`src/pmu_pkg.sv`:
```
// Constants, register map and types of the power mode and battery monitor block
package pmu_pkg;

  // ************************************************************
  // Register map
  // ************************************************************
  localparam int ADDR_W = 16;
  localparam int DATA_W = 8;
  localparam logic [ADDR_W-1:0] ADDR_ANA = 16'h0048;
  localparam logic [ADDR_W-1:0] ADDR_DIG = 16'h0049;
  localparam logic [ADDR_W-1:0] ADDR_BAT = 16'h004a;
  localparam logic [ADDR_W-1:0] ADDR_IRQ_STAT = 16'h004b;
  localparam logic [ADDR_W-1:0] ADDR_IRQ_MASK = 16'h004c;

  // ************************************************************
  // Field layout and reset values
  // ************************************************************
  localparam int ANA_DEF_BIT = 5;
  localparam int ANA_ON_BIT = 4;
  localparam int ANA_TRIM_LSB = 0;
  localparam int ANA_TRIM_W = 4;
  localparam logic [ANA_TRIM_W-1:0] ANA_TRIM_RST = 4'h3;
  localparam logic ANA_DEF_RST = 1'b1;
  localparam int DIG_WAKE_BIT = 7;
  localparam int DIG_STATE_BIT = 4;
  localparam int DIG_TRIM_LSB = 2;
  localparam int DIG_TRIM_W = 2;
  localparam logic [DIG_TRIM_W-1:0] DIG_TRIM_RST = 2'h0;
  localparam int DIG_HOLD_BIT = 1;
  localparam int BAT_OK_BIT = 7;
  localparam int BAT_ON_BIT = 5;
  localparam int BAT_THR_LSB = 0;
  localparam int BAT_THR_W = 5;
  localparam logic [BAT_THR_W-1:0] BAT_THR_RST = 5'h00;

  // ************************************************************
  // Interrupt events
  // ************************************************************
  localparam int EV_WAKE = 0;
  localparam int EV_BATT_LOW = 1;
  localparam int EV_MODE = 2;
  localparam int EV_N = 3;

  // ************************************************************
  // Timing
  // ************************************************************
  localparam int CLK_MHZ = 100;
  localparam int EOL_START_US = 100;
  localparam int EOL_RES_US = 20;
  localparam int EOL_START_CYC = EOL_START_US * CLK_MHZ;
  localparam int EOL_RES_CYC = EOL_RES_US * CLK_MHZ;
  localparam int CNT_W = 14;

  // ************************************************************
  // Power modes
  // ************************************************************
  typedef enum logic [2:0] {
    PMU_OFF = 3'b001,
    PMU_ON = 3'b010,
    PMU_AUDIO = 3'b100
  } pmu_mode_e;

endpackage

```
`src/pmu_ctrl.sv`:
```
// Power mode controller with regulator and battery monitor registers
//
// Notes on behaviour
// - Registers decode in 0x0048..0x004C; analog, digital, battery bytes at first three.
// - Analog byte: bits 7:6 read zero, trim default bit resets one, trim resets 0011.
// - Analog bit 4 resets zero; outside OFF write one switches analog supply on, zero off; in OFF it is held zero.
// - Digital bit 7 reads the synchronised wake pin level; resets zero.
// - Digital bit 4 shows digital supply on, resets one; trim 3:2 resets 00.
// - Digital bit 1 write-only; writing zero shuts digital supply; 6:5 and 0 read zero.
// - Battery bit 7 reads the synchronised comparator output, one when at or above threshold.
// - Battery bit 5 resets zero and switches the comparator on or off; bit 6 zero.
// - Battery bits 4:0 reset zero and set the comparator threshold code.
// - Three modes; in OFF every internal supply is shut down.
// - ON is entered when wake goes high, left only by software request.
// - In ON codec and analog unpowered; digital supply on, analog supply off.
// - AUDIO entered on request; codec and analog powered, both supplies on.
//
// The strobed register port was decided locally.
`timescale 1ns/1ps
`default_nettype none
module pmu_ctrl #(
  parameter int EOL_START_CYC = pmu_pkg::EOL_START_CYC
) (
  input wire logic sys_clk,
  input wire logic nrst,
  input wire logic [pmu_pkg::ADDR_W-1:0] bus_addr,
  input wire logic [pmu_pkg::DATA_W-1:0] bus_wdata,
  input wire logic bus_wr,
  input wire logic bus_rd,
  output logic [pmu_pkg::DATA_W-1:0] bus_rdata,
  input wire logic wake_pin,
  input wire logic battery_cmp_in,
  output logic analog_supply_out_en,
  output logic analog_trim_default,
  output logic [pmu_pkg::ANA_TRIM_W-1:0] analog_regulator_trim,
  output logic digital_supply_out_en,
  output logic [pmu_pkg::DIG_TRIM_W-1:0] digital_regulator_trim,
  output logic codec_power_en,
  output logic battery_monitor_en,
  output logic [pmu_pkg::BAT_THR_W-1:0] battery_threshold_code,
  output pmu_pkg::pmu_mode_e power_mode,
  output logic irq
);
  import pmu_pkg::*;

  typedef struct packed {
    logic ana_def;
    logic ana_on;
    logic [ANA_TRIM_W-1:0] ana_trim;
    logic [DIG_TRIM_W-1:0] dig_trim;
    logic bat_on;
    logic [BAT_THR_W-1:0] bat_thr;
    pmu_mode_e mode;
    logic ana_en;
    logic dig_en;
    logic codec_en;
    logic wake_d;
    logic bat_d;
    logic [CNT_W-1:0] settle;
    logic [DATA_W-1:0] rdata;
  } pmu_ctrl_s;

  localparam logic [CNT_W-1:0] START_CNT = CNT_W'(EOL_START_CYC);
  localparam logic [CNT_W-1:0] RES_CNT = CNT_W'(EOL_RES_CYC);

  pmu_ctrl_s st_r;
  pmu_ctrl_s st_nxt;
  logic wake_lvl;
  logic bat_lvl;
  logic wake_rise;
  logic wr_ana;
  logic wr_dig;
  logic wr_bat;
  logic hold_off;
  logic [EV_N-1:0] ev;
  logic [EV_N-1:0] irq_status;
  logic [EV_N-1:0] irq_mask;

  // ************************************************************
  // Pin synchronisers
  // ************************************************************
  pmu_sync #(
    .W(2)
  ) pmu_sync_inst (
    .sys_clk(sys_clk),
    .nrst(nrst),
    .async_in({wake_pin, battery_cmp_in}),
    .level_out({wake_lvl, bat_lvl})
  );

  // ************************************************************
  // Decode
  // ************************************************************
  // address decode
  assign wr_ana = bus_wr && (bus_addr == ADDR_ANA);
  assign wr_dig = bus_wr && (bus_addr == ADDR_DIG);
  assign wr_bat = bus_wr && (bus_addr == ADDR_BAT);
  assign hold_off = wr_dig && !bus_wdata[DIG_HOLD_BIT];
  assign wake_rise = wake_lvl && !st_r.wake_d;

  // ************************************************************
  // Registers, battery settling and mode sequencing
  // ************************************************************
  always_comb begin
    st_nxt = st_r;
    ev = '0;
    st_nxt.rdata = '0;
    st_nxt.wake_d = wake_lvl;
    st_nxt.bat_d = bat_lvl;
    if (bus_rd) begin
      case (bus_addr)
        ADDR_ANA: begin
          st_nxt.rdata[ANA_DEF_BIT] = st_r.ana_def;
          st_nxt.rdata[ANA_ON_BIT] = st_r.ana_on;
          st_nxt.rdata[ANA_TRIM_LSB +: ANA_TRIM_W] = st_r.ana_trim;
        end
        ADDR_DIG: begin
          st_nxt.rdata[DIG_WAKE_BIT] = wake_lvl;
          st_nxt.rdata[DIG_STATE_BIT] = st_r.dig_en;
          st_nxt.rdata[DIG_TRIM_LSB +: DIG_TRIM_W] = st_r.dig_trim;
        end
        ADDR_BAT: begin
          st_nxt.rdata[BAT_OK_BIT] = bat_lvl;
          st_nxt.rdata[BAT_ON_BIT] = st_r.bat_on;
          st_nxt.rdata[BAT_THR_LSB +: BAT_THR_W] = st_r.bat_thr;
        end
        ADDR_IRQ_STAT: begin
          st_nxt.rdata[EV_N-1:0] = irq_status;
        end
        ADDR_IRQ_MASK: begin
          st_nxt.rdata[EV_N-1:0] = irq_mask;
        end
        default: begin
          st_nxt.rdata = '0;
        end
      endcase
    end
    if (wr_ana) begin
      st_nxt.ana_def = bus_wdata[ANA_DEF_BIT];
      st_nxt.ana_on = bus_wdata[ANA_ON_BIT];
      st_nxt.ana_trim = bus_wdata[ANA_TRIM_LSB +: ANA_TRIM_W];
    end
    if (wr_dig) begin
      st_nxt.dig_trim = bus_wdata[DIG_TRIM_LSB +: DIG_TRIM_W];
    end
    if (wr_bat) begin
      st_nxt.bat_on = bus_wdata[BAT_ON_BIT];
      st_nxt.bat_thr = bus_wdata[BAT_THR_LSB +: BAT_THR_W];
    end
    // hold off the low-battery event while the comparator settles
    if (st_r.settle != '0) begin
      st_nxt.settle = st_r.settle - 1'b1;
    end
    if (!st_nxt.bat_on) begin
      st_nxt.settle = '0;
    end else if (!st_r.bat_on) begin
      st_nxt.settle = START_CNT;
    end else if (wr_bat && (st_nxt.bat_thr != st_r.bat_thr) && (st_r.settle < RES_CNT)) begin
      st_nxt.settle = RES_CNT;
    end
    ev[EV_BATT_LOW] = st_r.bat_on && (st_r.settle == '0) && st_r.bat_d && !bat_lvl;
    ev[EV_WAKE] = wake_rise;
    case (st_r.mode)
      // a rising edge on wake brings the chip up
      PMU_OFF: begin
        if (wake_rise) begin
          st_nxt.mode = PMU_ON;
        end
      end
      PMU_ON: begin
        if (hold_off) begin
          st_nxt.mode = PMU_OFF;
        end else if (st_nxt.ana_on) begin
          st_nxt.mode = PMU_AUDIO;
        end
      end
      PMU_AUDIO: begin
        if (hold_off) begin
          st_nxt.mode = PMU_OFF;
        end else if (!st_nxt.ana_on) begin
          st_nxt.mode = PMU_ON;
        end
      end
      default: begin
        st_nxt.mode = PMU_ON;
      end
    endcase
    // entering OFF drops every supply request
    if (st_nxt.mode == PMU_OFF) begin
      st_nxt.ana_on = 1'b0;
      st_nxt.bat_on = 1'b0;
      st_nxt.settle = '0;
    end
    ev[EV_MODE] = (st_nxt.mode != st_r.mode);
    st_nxt.dig_en = (st_nxt.mode != PMU_OFF);
    st_nxt.ana_en = (st_nxt.mode == PMU_AUDIO);
    st_nxt.codec_en = (st_nxt.mode == PMU_AUDIO);
  end

  always_ff @(posedge sys_clk or negedge nrst) begin
    if (!nrst) begin
      st_r.ana_def <= ANA_DEF_RST;
      st_r.ana_on <= 1'b0;
      st_r.ana_trim <= ANA_TRIM_RST;
      st_r.dig_trim <= DIG_TRIM_RST;
      st_r.bat_on <= 1'b0;
      st_r.bat_thr <= BAT_THR_RST;
      st_r.mode <= PMU_ON;
      st_r.ana_en <= 1'b0;
      st_r.dig_en <= 1'b1;
      st_r.codec_en <= 1'b0;
      st_r.wake_d <= 1'b0;
      st_r.bat_d <= 1'b0;
      st_r.settle <= '0;
      st_r.rdata <= '0;
    end else begin
      st_r <= st_nxt;
    end
  end

  // ************************************************************
  // Interrupts
  // ************************************************************
  pmu_irq #(
    .N(EV_N)
  ) pmu_irq_inst (
    .sys_clk(sys_clk),
    .nrst(nrst),
    .ev_set(ev),
    .clr_we(bus_wr && (bus_addr == ADDR_IRQ_STAT)),
    .mask_we(bus_wr && (bus_addr == ADDR_IRQ_MASK)),
    .wdata(bus_wdata[EV_N-1:0]),
    .status(irq_status),
    .mask(irq_mask),
    .irq(irq)
  );

  assign bus_rdata = st_r.rdata;
  assign analog_supply_out_en = st_r.ana_en;
  assign analog_trim_default = st_r.ana_def;
  assign analog_regulator_trim = st_r.ana_trim;
  assign digital_supply_out_en = st_r.dig_en;
  assign digital_regulator_trim = st_r.dig_trim;
  assign codec_power_en = st_r.codec_en;
  assign battery_monitor_en = st_r.bat_on;
  assign battery_threshold_code = st_r.bat_thr;
  assign power_mode = st_r.mode;

  // ************************************************************
  // Checks
  // ************************************************************
  property p_unmapped;
    @(posedge sys_clk) disable iff (!nrst)
    (bus_rd && ((bus_addr < ADDR_ANA) || (bus_addr > ADDR_IRQ_MASK))) |=> (bus_rdata == '0);
  endproperty
  a_unmapped: assert property (p_unmapped) else $error("unmapped read not zero");

  property p_ana_read;
    @(posedge sys_clk) disable iff (!nrst)
    (bus_rd && (bus_addr == ADDR_ANA)) |=>
      (bus_rdata == {2'b00, $past(st_r.ana_def), $past(st_r.ana_on), $past(st_r.ana_trim)});
  endproperty
  a_ana_read: assert property (p_ana_read) else $error("analog byte readback wrong");

  property p_ana_write;
    @(posedge sys_clk) disable iff (!nrst)
    (wr_ana && (st_r.mode != PMU_OFF) && !hold_off) |=> (st_r.ana_on == $past(bus_wdata[ANA_ON_BIT]));
  endproperty
  a_ana_write: assert property (p_ana_write) else $error("analog on bit not stored");

  property p_dig_read;
    @(posedge sys_clk) disable iff (!nrst)
    (bus_rd && (bus_addr == ADDR_DIG)) |=>
      (bus_rdata == {$past(wake_lvl), 2'b00, $past(st_r.dig_en), $past(st_r.dig_trim), 2'b00});
  endproperty
  a_dig_read: assert property (p_dig_read) else $error("digital byte readback wrong");

  property p_state_bit;
    @(posedge sys_clk) disable iff (!nrst)
    digital_supply_out_en == (power_mode != PMU_OFF);
  endproperty
  a_state_bit: assert property (p_state_bit) else $error("digital state not tracking mode");

  property p_hold_off;
    @(posedge sys_clk) disable iff (!nrst)
    hold_off |=> (power_mode == PMU_OFF) && !digital_supply_out_en;
  endproperty
  a_hold_off: assert property (p_hold_off) else $error("hold zero did not shut down");

  property p_bat_read;
    @(posedge sys_clk) disable iff (!nrst)
    (bus_rd && (bus_addr == ADDR_BAT)) |=>
      (bus_rdata == {$past(bat_lvl), 1'b0, $past(st_r.bat_on), $past(st_r.bat_thr)});
  endproperty
  a_bat_read: assert property (p_bat_read) else $error("battery byte readback wrong");

  property p_bat_write;
    @(posedge sys_clk) disable iff (!nrst)
    (wr_bat && (st_r.mode != PMU_OFF)) |=>
      (battery_monitor_en == $past(bus_wdata[BAT_ON_BIT])) &&
      (battery_threshold_code == $past(bus_wdata[BAT_THR_LSB +: BAT_THR_W]));
  endproperty
  a_bat_write: assert property (p_bat_write) else $error("battery control not stored");

  property p_settle;
    @(posedge sys_clk) disable iff (!nrst)
    (!st_r.bat_on && st_nxt.bat_on) |=> (st_r.settle == START_CNT);
  endproperty
  a_settle: assert property (p_settle) else $error("settle count not loaded");

  property p_off;
    @(posedge sys_clk) disable iff (!nrst)
    (power_mode == PMU_OFF) |-> !analog_supply_out_en && !codec_power_en && !battery_monitor_en;
  endproperty
  a_off: assert property (p_off) else $error("supply on in off mode");

  property p_wake;
    @(posedge sys_clk) disable iff (!nrst)
    ((power_mode == PMU_OFF) && wake_rise) |=> (power_mode == PMU_ON) && digital_supply_out_en;
  endproperty
  a_wake: assert property (p_wake) else $error("wake did not enter on mode");

  property p_on;
    @(posedge sys_clk) disable iff (!nrst)
    (power_mode == PMU_ON) |-> digital_supply_out_en && !analog_supply_out_en && !codec_power_en;
  endproperty
  a_on: assert property (p_on) else $error("on mode supplies wrong");

  property p_audio;
    @(posedge sys_clk) disable iff (!nrst)
    (power_mode == PMU_AUDIO) |-> digital_supply_out_en && analog_supply_out_en && codec_power_en;
  endproperty
  a_audio: assert property (p_audio) else $error("audio mode supplies wrong");

  property p_to_audio;
    @(posedge sys_clk) disable iff (!nrst)
    ((power_mode == PMU_ON) && wr_ana && bus_wdata[ANA_ON_BIT]) |=> (power_mode == PMU_AUDIO);
  endproperty
  a_to_audio: assert property (p_to_audio) else $error("analog on did not enter audio");

endmodule
`default_nettype wire

```
`src/pmu_irq.sv`:
```
// Sticky event status, mask and level interrupt
`timescale 1ns/1ps
`default_nettype none
module pmu_irq #(
  parameter int N = 3
) (
  input wire logic sys_clk,
  input wire logic nrst,
  input wire logic [N-1:0] ev_set,
  input wire logic clr_we,
  input wire logic mask_we,
  input wire logic [N-1:0] wdata,
  output logic [N-1:0] status,
  output logic [N-1:0] mask,
  output logic irq
);

  typedef struct packed {
    logic [N-1:0] status;
    logic [N-1:0] mask;
    logic irq;
  } pmu_irq_s;

  pmu_irq_s st_r;
  pmu_irq_s st_nxt;
  logic [N-1:0] clr_bits;

  // ************************************************************
  // Write one to clear; a new event wins over the clear
  // ************************************************************
  always_comb begin
    st_nxt = st_r;
    clr_bits = clr_we ? wdata : '0;
    st_nxt.status = (st_r.status & ~clr_bits) | ev_set;
    if (mask_we) begin
      st_nxt.mask = wdata;
    end
    st_nxt.irq = |(st_nxt.status & st_nxt.mask);
  end

  always_ff @(posedge sys_clk or negedge nrst) begin
    if (!nrst) begin
      st_r <= '0;
    end else begin
      st_r <= st_nxt;
    end
  end

  assign status = st_r.status;
  assign mask = st_r.mask;
  assign irq = st_r.irq;

  property p_set_wins;
    @(posedge sys_clk) disable iff (!nrst)
    (|ev_set) |=> ((status & $past(ev_set)) == $past(ev_set));
  endproperty
  a_set_wins: assert property (p_set_wins) else $error("event lost against clear");

  property p_irq_level;
    @(posedge sys_clk) disable iff (!nrst)
    irq == (|(status & mask));
  endproperty
  a_irq_level: assert property (p_irq_level) else $error("irq not matching masked status");

endmodule
`default_nettype wire

```
`src/pmu_sync.sv`:
```
// Three-stage input synchroniser with agreement filter
`timescale 1ns/1ps
`default_nettype none
module pmu_sync #(
  parameter int W = 1
) (
  input wire logic sys_clk,
  input wire logic nrst,
  input wire logic [W-1:0] async_in,
  output logic [W-1:0] level_out
);

  typedef struct packed {
    logic [W-1:0] s1;
    logic [W-1:0] s2;
    logic [W-1:0] s3;
    logic [W-1:0] lvl;
  } pmu_sync_s;

  pmu_sync_s st_r;
  pmu_sync_s st_nxt;

  // ************************************************************
  // Level follows only where the last two stages agree
  // ************************************************************
  always_comb begin
    st_nxt = st_r;
    st_nxt.s1 = async_in;
    st_nxt.s2 = st_r.s1;
    st_nxt.s3 = st_r.s2;
    st_nxt.lvl = (st_r.s3 & ~(st_r.s2 ^ st_r.s3)) | (st_r.lvl & (st_r.s2 ^ st_r.s3));
  end

  always_ff @(posedge sys_clk or negedge nrst) begin
    if (!nrst) begin
      st_r <= '0;
    end else begin
      st_r <= st_nxt;
    end
  end

  assign level_out = st_r.lvl;

  property p_sync_agree;
    @(posedge sys_clk) disable iff (!nrst)
    (st_r.s2 == st_r.s3) |=> (st_r.lvl == $past(st_r.s3));
  endproperty
  a_sync_agree: assert property (p_sync_agree) else $error("sync level not following stages");

endmodule
`default_nettype wire

```
`config.mk`:
```
export PLATFORM = sky130hd
export DESIGN_NAME = pmu_ctrl
export DESIGN_NICKNAME = d
export VERILOG_FILES = /design/src/pmu_pkg.sv /design/src/pmu_ctrl.sv /design/src/pmu_irq.sv /design/src/pmu_sync.sv
export SDC_FILE = /design/constraint.sdc
export NUM_CORES = 1
export LEC_CHECK = 0
export BUFFER_PORTS_ARGS = -buffer_cell sky130_fd_sc_hd__buf_4
export CAP_MARGIN = 20
export CORE_UTILIZATION = 55
export DETAILED_ROUTE_END_ITERATION = 8
export GPL_TIMING_DRIVEN = 1
export PLACE_DENSITY_LB_ADDON = 0.1
export SLEW_MARGIN = 10
export SYNTH_ARGS = -nofsm -noshare
export SYNTH_HDL_FRONTEND = slang
export SYNTH_SLANG_ARGS = --single-unit
```
`constraint.sdc`:
```
create_clock -name sys_clk -period 2.6 [get_ports sys_clk]
set_input_delay 0.52 -clock sys_clk [delete_from_list [all_inputs] [get_ports sys_clk]]
set_output_delay 0.52 -clock sys_clk [all_outputs]
set_load 0.02 [all_outputs]
```
==> flow_metrics.env, run 1 <==
export IMPL_grt_pass1_wl_um=10100
export IMPL_finalCriticalPeriod_ps=2420
export IMPL_hold_slack_ps=227
export IMPL_fillers=440
export IMPL_cp_start_kind="flip-flop"
export IMPL_diodes=0
export IMPL_die_y_um=75.1
export IMPL_tightest_slew_ps=688
export IMPL_num_vias=2230
export IMPL_wl_per_cell_um=15.6
export IMPL_internal_power_uw=1590
export IMPL_p_sw_frac=0.222
export IMPL_critPathKind="flip-flop to flip-flop"
export IMPL_final_util=0.701
export IMPL_routed_via_density=5.47
export IMPL_regArea_um2=1430
export IMPL_skew_ps=5.60
export IMPL_antenna_found_initial=0
export IMPL_io_pins=58
export IMPL_crit_arrival_ps=2690
export IMPL_worstSkewPairLatency_ps=350
export IMPL_clkPwrFrac=0.509
export IMPL_pwr_share_comb=0.047
export IMPL_ys_types=51
export IMPL_synth_seq_cells=57
export IMPL_clk_pin_slew_ps=70
export IMPL_p_sw_uw=453
export IMPL_cts_tree="yes"
export IMPL_initial_core_util=0.572
export IMPL_postSynthAreaPerCell_um2=10.5
export IMPL_maxSlewHeadroom=0.541
export IMPL_htreeDepth=3
export IMPL_min_path_type="input pin to async pin"
export IMPL_critPathBufInv=0
export IMPL_drt_wl_total_um=6360
export IMPL_cap_viol_max_count=0
export IMPL_mostFrequentLayoutCells="buf_4, dfrtp_1, nor2_1"
export IMPL_yosysSeqAreaShare=0.487
export IMPL_cts_sinks=57
export IMPL_rsz0062_at_grt="no"
export IMPL_fmax_ghz=0.413
export IMPL_critPathSlowestCell="or4_4"
export IMPL_end_kind="flip-flop"
export IMPL_gp_congestion=0.868
export IMPL_crit_family="simple AND/OR/NAND/NOR gates"
export IMPL_power_frac_seq=0.443
export IMPL_ys_async_sr_fraction=1.00
export IMPL_hold_buffers=0
export IMPL_synth_flop_cell="dfrtp_1"
export IMPL_syn_to_final_growth_pct=22.6
export IMPL_cts_resized=0
export IMPL_synth_edf_count=0
export IMPL_max_stage_delay_ps=560
export IMPL_timing_final_crit_share=0.931
export IMPL_crit_path_max_fanout=5
export IMPL_multiInputGateArea_um2=1290
export IMPL_crit_chain="or4_4, nor4_4, or4b_1, xor2_1, or3_1, a21oi_2"
export IMPL_die_x_um=75.1
export IMPL_setup_viol_count_final=0
export IMPL_p_leak_uw=0.00171
export IMPL_yosysWarnings=0
export IMPL_ir_drop_uv=394
export IMPL_drive_gt1_frac=0.346
export IMPL_grt_total_usage=0.251
export IMPL_hold_violations=0
export IMPL_final_common_cell="buf_4"
export IMPL_drv_slew=0
export IMPL_clockBufferDepth=2
export IMPL_drtIter0Drc=152
export IMPL_grt_pass1_vias=2096
export IMPL_drc=0
export IMPL_status="finished, final reports clean"
export IMPL_finalNetCount=364
export IMPL_power_density_nw_per_um2=566
export IMPL_syn_area_um2=2940
export IMPL_grt_max_degree=58
export IMPL_synth_nets=311
export IMPL_placed_area_um2=3350
export IMPL_dieArea_um2=5640
export IMPL_hpwlAfterDp_um=4690
export IMPL_ant_nets=0
export IMPL_syn_inst=280
export IMPL_fin_area_um2=3600
export IMPL_cp_required_ps=2870
export IMPL_cts_root_buf="clkbuf_8"
export IMPL_rows=26
export IMPL_coreArea_um2=5140
export IMPL_totalNegativeSetupSlack_ps=0
export IMPL_grt_remaining_overflow=0
export IMPL_first_pass_iters=4
export IMPL_ff2ff_setup_slack_ps=180
export IMPL_place_port_buffers=54
export IMPL_post_cts_buffers=0
export IMPL_cts_made_buffers=9
-- final timing paths --
| kind | end | depth (start not counted) | startpoint |
|---|---|---|---|
| hold / removal | st_r[8] | 1 | nrst |
| setup reg to reg | st_r[21] | 6 | st_r[13] |
| min in group sys_clk | pmu_sync_inst.st_nxt[5] | 1 | wake_pin |
| setup / recovery | st_r[21] | 6 | st_r[13] |
| max in group asynchronous | st_r[23] | 1 | nrst |
| hold reg to reg | pmu_sync_inst.st_nxt[3] | 0 | pmu_sync_inst.st_nxt[5] |
-- power by group through the flow --
stage                     Clock (uW)  Combinational [uW]  Sequential, uW
final                           1040                96.2             905
after global routing            1090                 107             906
after CTS                       1060                97.6             905
after detailed placement           0                97.5             922
after global placement             0                96.0             921
after floorplan                    0                30.6             919
-- flip-flops by register name, indices dropped and copies added, names as in the netlist, 2 cells and up, named ones only --
signal	cells
pmu_sync_inst.st_nxt	4
battery_threshold_code	5
pmu_irq_inst.status	3
pmu_irq_inst.mask	3
st_r	17
pmu_sync_inst.st_r	2
analog_regulator_trim	4
bus_rdata	7
digital_regulator_trim	2
power_mode	3
-- metal layers --
layer	part of all wire	vias up	GRT usage
met5	0	-	0
met4	0.025	0	0.151
met3	0.065	14	0.0469
met2	0.45	75	0.361
met1	0.47	1064	0.351
li1	-	1077	-
-- through the flow --
step | std cells | worst slack, ps | total power [uW]
3_3_place_gp | 392 | 152 | 1020
3_5_place_dp | 392 | 140 | 1020
4_1_cts | 408 | 206 | 2060
6_report | 408 | 180 | 2040
5_1_grt | 408 | 97.9 | 2100
2_1_floorplan | 280 | 303 | 950
-- final cells by class --
type                            count  share of cell area
Multi-Input combinational cell    188               0.358
Sequential cell                    57               0.398
Tap cell                           70              0.0243
Timing Repair Buffer               68               0.142
Clock inverter                      7              0.0347
Clock buffer                        9              0.0344
Inverter                            9             0.00937
-- synthesized netlist by cell type (all sizes together), types with 3 or more instances --
| master | count | area, um^2 |
|---|---|---|
| a211oi | 3 | 22.5 |
| a21oi | 7 | 38.8 |
| a22oi | 9 | 67.6 |
| a31oi | 4 | 25.0 |
| and2 | 6 | 38.8 |
| and3 | 3 | 20.0 |
| buf | 23 | 173 |
| clkbuf | 3 | 11.3 |
| dfrtp | 52 | 1300 |
| dfstp | 5 | 131 |
| inv | 9 | 33.8 |
| mux2 | 18 | 203 |
| nand2 | 15 | 56.3 |
| nand2b | 4 | 25.0 |
| nand3 | 7 | 35.0 |
| nand4 | 4 | 25.0 |
| nor2 | 24 | 92.6 |
| nor2b | 10 | 62.6 |
| nor3 | 8 | 40.0 |
| nor3b | 3 | 22.5 |
| nor4 | 7 | 71.3 |
| o21ai | 9 | 45.0 |
| o22ai | 3 | 18.8 |
| or3 | 3 | 18.8 |
| xnor2 | 10 | 87.6 |
| xor2 | 7 | 61.3 |
-- kinds of logic after synthesis --
| group | synth area share |
|---|---|
| multiplexers | 0.0757 |
| AO/OA/AOI/OAI | 0.102 |
| flip-flops | 0.487 |
| buffers and inverters | 0.0740 |
| XOR/XNOR | 0.0506 |
| adder cells (fa/ha/maj) | 0.0111 |
| AND/OR/NAND/NOR | 0.198 |
| other | 0.00128 |
Power figures use the tool's default switching activity.
==> run 2: changes to the inputs <==
- BUFFER_PORTS_ARGS: -buffer_cell sky130_fd_sc_hd__buf_4 -> -buffer_cell sky130_fd_sc_hd__buf_2
- PLACE_DENSITY: unset -> 0.8
- PLACE_DENSITY_LB_ADDON: 0.1 -> unset
==> flow_metrics.env, run 2 (synthesized netlist as in run 1, its figures left out) <==
export IMPL_hold_violations=0
export IMPL_crit_arrival_ps=2660
export IMPL_multiInputGateArea_um2=1290
export IMPL_regMostFlops="st_r"
export IMPL_die_y_um=75.1
export IMPL_tightest_slew_ps=713
export IMPL_initial_core_util=0.572
export IMPL_fmax_ghz=0.418
export IMPL_p_sw_uw=399
export IMPL_crit_path_max_fanout=5
export IMPL_pwr_share_comb=0.051
export IMPL_crit_family="simple AND/OR/NAND/NOR gates"
export IMPL_skew_ps=10.5
export IMPL_syn_to_final_growth_pct=15.7
export IMPL_cts_root_buf="clkbuf_8"
export IMPL_cap_viol_max_count=0
export IMPL_p_leak_uw=0.00166
export IMPL_hold_buffers=0
export IMPL_drt_wl_total_um=6230
export IMPL_ant_nets=0
export IMPL_worstSkewPairLatency_ps=340
export IMPL_power_frac_seq=0.525
export IMPL_end_kind="flip-flop"
export IMPL_mostFrequentLayoutCells="buf_2, dfrtp_1, nor2_1"
export IMPL_num_vias=2280
export IMPL_place_port_buffers=54
export IMPL_fin_cells=409
export IMPL_drive_gt1_frac=0.342
export IMPL_fin_ws_ps=210
export IMPL_status="finished, final reports clean"
export IMPL_dieArea_um2=5640
export IMPL_grt_pass1_wl_um=9650
export IMPL_drv_slew=0
export IMPL_routed_via_density=5.57
export IMPL_largest_reg_flops=17
export IMPL_cts_made_buffers=9
export IMPL_wl_per_cell_um=15.2
export IMPL_placed_cells=393
export IMPL_min_path_type="input pin to async pin"
export IMPL_clk_pin_slew_ps=60
export IMPL_setup_viol_count_final=0
export IMPL_antenna_found_initial=0
export IMPL_critPathKind="flip-flop to flip-flop"
export IMPL_critPathSlowestCell="or4_4"
export IMPL_power_density_nw_per_um2=507
export IMPL_totalNegativeSetupSlack_ps=0
export IMPL_regArea_um2=1430
export IMPL_crit_chain="or4_4, nor4_4, or4b_1, xor2_1, or3_1, a21oi_2"
export IMPL_drtIter0Drc=165
export IMPL_final_util=0.662
export IMPL_grt_max_degree=34
export IMPL_grt_remaining_overflow=0
export IMPL_fillers=430
export IMPL_diodes=0
export IMPL_hpwlAfterDp_um=4690
export IMPL_drc=0
export IMPL_rows=26
export IMPL_die_x_um=75.1
export IMPL_finalNetCount=365
export IMPL_ir_drop_uv=326
export IMPL_p_sw_frac=0.231
export IMPL_cts_tree="yes"
export IMPL_timing_final_crit_share=0.919
export IMPL_io_pins=58
export IMPL_cts_resized=0
export IMPL_cp_start_kind="flip-flop"
export IMPL_htreeDepth=3
export IMPL_grt_total_usage=0.241
export IMPL_finalCriticalPeriod_ps=2390
export IMPL_finalPower_uw=1720
export IMPL_first_pass_iters=5
export IMPL_clkPwrFrac=0.424
export IMPL_cts_sinks=57
export IMPL_dp_slack_ps=54.5
export IMPL_cp_required_ps=2870
export IMPL_max_stage_delay_ps=560
export IMPL_rsz0062_at_grt="no"
export IMPL_grt_pass1_vias=2107
export IMPL_coreArea_um2=5140
export IMPL_final_common_cell="buf_2"
export IMPL_gp_congestion=0.916
export IMPL_post_cts_buffers=0
export IMPL_clockBufferDepth=2
export IMPL_internal_power_uw=1330
export IMPL_maxSlewHeadroom=0.525
export IMPL_critPathBufInv=0
run 2: worst paths after layout:
| check | start | cells past startpoint | end | slack (ps) |
|---|---|---|---|---|
| max | st_r[13] | 6 | st_r[21] | 210 |
| min | nrst | 1 | st_r[8] | 230 |
| max reg2reg | st_r[13] | 6 | st_r[21] | 210 |
| min reg2reg | pmu_sync_inst.st_nxt[4] | 0 | pmu_sync_inst.st_nxt[2] | 350 |
| max in group asynchronous | nrst | 2 | analog_regulator_trim[0] | 1670 |
| min in group sys_clk | battery_cmp_in | 1 | pmu_sync_inst.st_nxt[4] | 280 |
run 2: metal layers:
layer  track usage  wire length (um)
met5             0                 0
met4         0.103                96
met3        0.0803               466
met2         0.379              2820
met1         0.306              2840
run 2: area by class of cell:
cell class              count  share of cell area
flip-flops and latches     57               0.421
multi-input cells         188               0.379
repair buffers             69               0.113
clock buffers              13              0.0467
well taps                  70              0.0258
inverters                   9             0.00993
clock inverters             3             0.00442
run 2: worst reg2reg max path, cell delays in order, from the launching register on:
cell and delay (ps):
dfrtp_1 430, or4_4 560, nor4_4 190, or4b_1 480, xor2_1 160, or3_1 350
a21oi_2 140
run 2: metrics by stage:
step	area, um^2	hold slack (ps)
2_1_floorplan	2940	224
3_3_place_gp	3230	336
3_5_place_dp	3230	341
4_1_cts	3400	236
5_1_grt	3400	269
6_report	3400	229
run 2: power groups by stage:
stage                     clock network (uW)  registers [uW]  logic [uW]
after global routing                     782             907        97.7
after detailed placement                   0             922        87.5
after floorplan                            0             919        30.6
final                                    731             906        87.7
after global placement                     0             921        85.3
after CTS                                744             906        87.5
==> run 3: changes to the inputs <==
- BUFFER_PORTS_ARGS: -buffer_cell sky130_fd_sc_hd__buf_2 -> unset
- CORE_UTILIZATION: 55 -> 35
- DONT_BUFFER_PORTS: unset -> 1
- PLACE_DENSITY: 0.8 -> unset
==> flow_metrics.env, run 3 (synthesized netlist as in run 1, its figures left out) <==
export IMPL_status="finished, final reports clean"
export IMPL_wl_met2_um=3130
export IMPL_hold_violations=0
export IMPL_min_path_type="input pin to async pin"
export IMPL_rows=33
export IMPL_clockBufferDepth=2
export IMPL_wl_met1_um=2820
export IMPL_initial_core_util=0.360
export IMPL_grt_remaining_overflow=0
export IMPL_placed_area_um2=2980
export IMPL_htreeDepth=3
export IMPL_drt_wl_total_um=6570
export IMPL_max_stage_delay_ps=560
export IMPL_regArea_um2=1430
export IMPL_cts_tree="yes"
export IMPL_routed_wl_met3_um=520
export IMPL_fmax_ghz=0.424
export IMPL_wl_per_cell_um=16.9
export IMPL_p_sw_uw=375
export IMPL_cap_viol_max_count=0
export IMPL_grt_pass1_vias=2063
export IMPL_grt_total_usage=0.165
export IMPL_cp_required_ps=2860
export IMPL_drtIter0Drc=77
export IMPL_rsz0062_at_grt="no"
export IMPL_fillers=819
export IMPL_finalCriticalPeriod_ps=2360
export IMPL_drive_gt1_frac=0.212
export IMPL_totalNegativeSetupSlack_ps=0
export IMPL_power_density_nw_per_um2=565
export IMPL_critPathKind="flip-flop to flip-flop"
export IMPL_clkPwrFrac=0.473
export IMPL_internal_power_uw=1440
export IMPL_power_frac_seq=0.499
export IMPL_crit_path_max_fanout=5
export IMPL_timing_final_crit_share=0.907
export IMPL_grt_max_degree=53
export IMPL_critPathSlowestCell="or4_4"
export IMPL_fin_area_um2=3210
export IMPL_hold_slack_ps=25.4
export IMPL_place_port_buffers=0
export IMPL_routed_via_density=5.17
export IMPL_cp_start_kind="flip-flop"
export IMPL_crit_chain="or4_4, nor4_4, or4b_1, xor2_1, or3_1, a21oi_2"
export IMPL_p_leak_uw=0.00142
export IMPL_ff2ff_setup_slack_ps=240
export IMPL_antenna_found_initial=0
export IMPL_p_sw_frac=0.206
export IMPL_die_x_um=93.7
export IMPL_hold_buffers=1
export IMPL_dieArea_um2=8770
export IMPL_cts_made_buffers=9
export IMPL_cts_resized=0
export IMPL_skew_ps=7.19
export IMPL_grt_pass1_wl_um=10800
export IMPL_io_pins=58
export IMPL_top_layer="met4"
export IMPL_drv_slew=0
export IMPL_diodes=0
export IMPL_cts_sinks=57
export IMPL_coreArea_um2=8180
export IMPL_ant_nets=0
export IMPL_crit_arrival_ps=2620
export IMPL_final_common_cell="dfrtp_1"
export IMPL_final_util=0.393
export IMPL_cts_root_buf="clkbuf_8"
export IMPL_syn_to_final_growth_pct=9.28
export IMPL_post_cts_buffers=0
export IMPL_multiInputGateArea_um2=1290
export IMPL_gp_congestion=0.840
export IMPL_largest_reg_flops=17
export IMPL_hpwlAfterDp_um=4710
export IMPL_regMostFlops="st_r"
export IMPL_end_kind="flip-flop"
export IMPL_num_vias=2007
export IMPL_finalNetCount=309
export IMPL_first_pass_iters=4
export IMPL_pwr_share_comb=0.028
export IMPL_mostFrequentLayoutCells="dfrtp_1, nor2_1, mux2_2"
export IMPL_ir_drop_uv=313
export IMPL_setup_viol_count_final=0
export IMPL_worstSkewPairLatency_ps=330
export IMPL_die_y_um=93.7
export IMPL_drc=0
export IMPL_clk_pin_slew_ps=70
==> run 3: cell count changes in the layout (fill, tap and decap cells not counted) <==
cell       change
clkinv_2       -2
bufinv_16      +1
clkbuf_8       +1
buf_16         +1
buf_4          -3
buf_2         -54
==> run 3: power groups by stage <==
stage                     clock network (uW)  logic, uW  registers (uW)
after floorplan                            0       30.6             919
after global placement                     0       31.0             922
after detailed placement                   0       31.5             922
after CTS                                884       53.0             906
after global routing                     926       58.7             907
final                                    859       50.9             906
==> run 3: path summary, 6_finish.rpt <==
| kind | start | to | cells past startpoint |
|---|---|---|---|
| setup reg to reg | st_r[13] | st_r[21] | 6 |
| hold reg to reg | pmu_sync_inst.st_nxt[5] | pmu_sync_inst.st_nxt[3] | 0 |
| setup / recovery | st_r[13] | st_r[21] | 6 |
| min in group sys_clk | wake_pin | pmu_sync_inst.st_nxt[5] | 0 |
| hold / removal | nrst | analog_trim_default | 0 |
| max in group asynchronous | nrst | pmu_sync_inst.st_r[2] | 1 |
==> run 3: area by class of cell <==
cell class                 count  area share
multi-input combinational    188       0.401
sequential                    57       0.446
clock buffer                  14      0.0537
clock inverter                 2      0.0109
timing repair buffer          13      0.0366
inverter                       9      0.0105
tap                          105      0.0409
==> run 3: per-stage QoR <==
step                      power, uW  instances  setup slack (ps)
after floorplan                 950        280               303
after global placement          953        371               262
after detailed placement        954        371               264
after CTS                      1840        388               247
after global routing           1890        388               123
final                          1820        388               242
==> run 3: layer usage <==
layer,vias up,GRT usage
met5,-,0
li1,966,-
met4,0,0.0590
met1,968,0.204
met2,62,0.268
met3,11,0.0558
==> run 3: critical path: cells and delay by family, from the launching register on <==
family | cells | cell delay [ps]
AOI/OAI and AO/OA | 1 | 140
xor gates and xnor gates | 1 | 150
DFF | 1 | 420
and+or+nand+nor | 4 | 1570
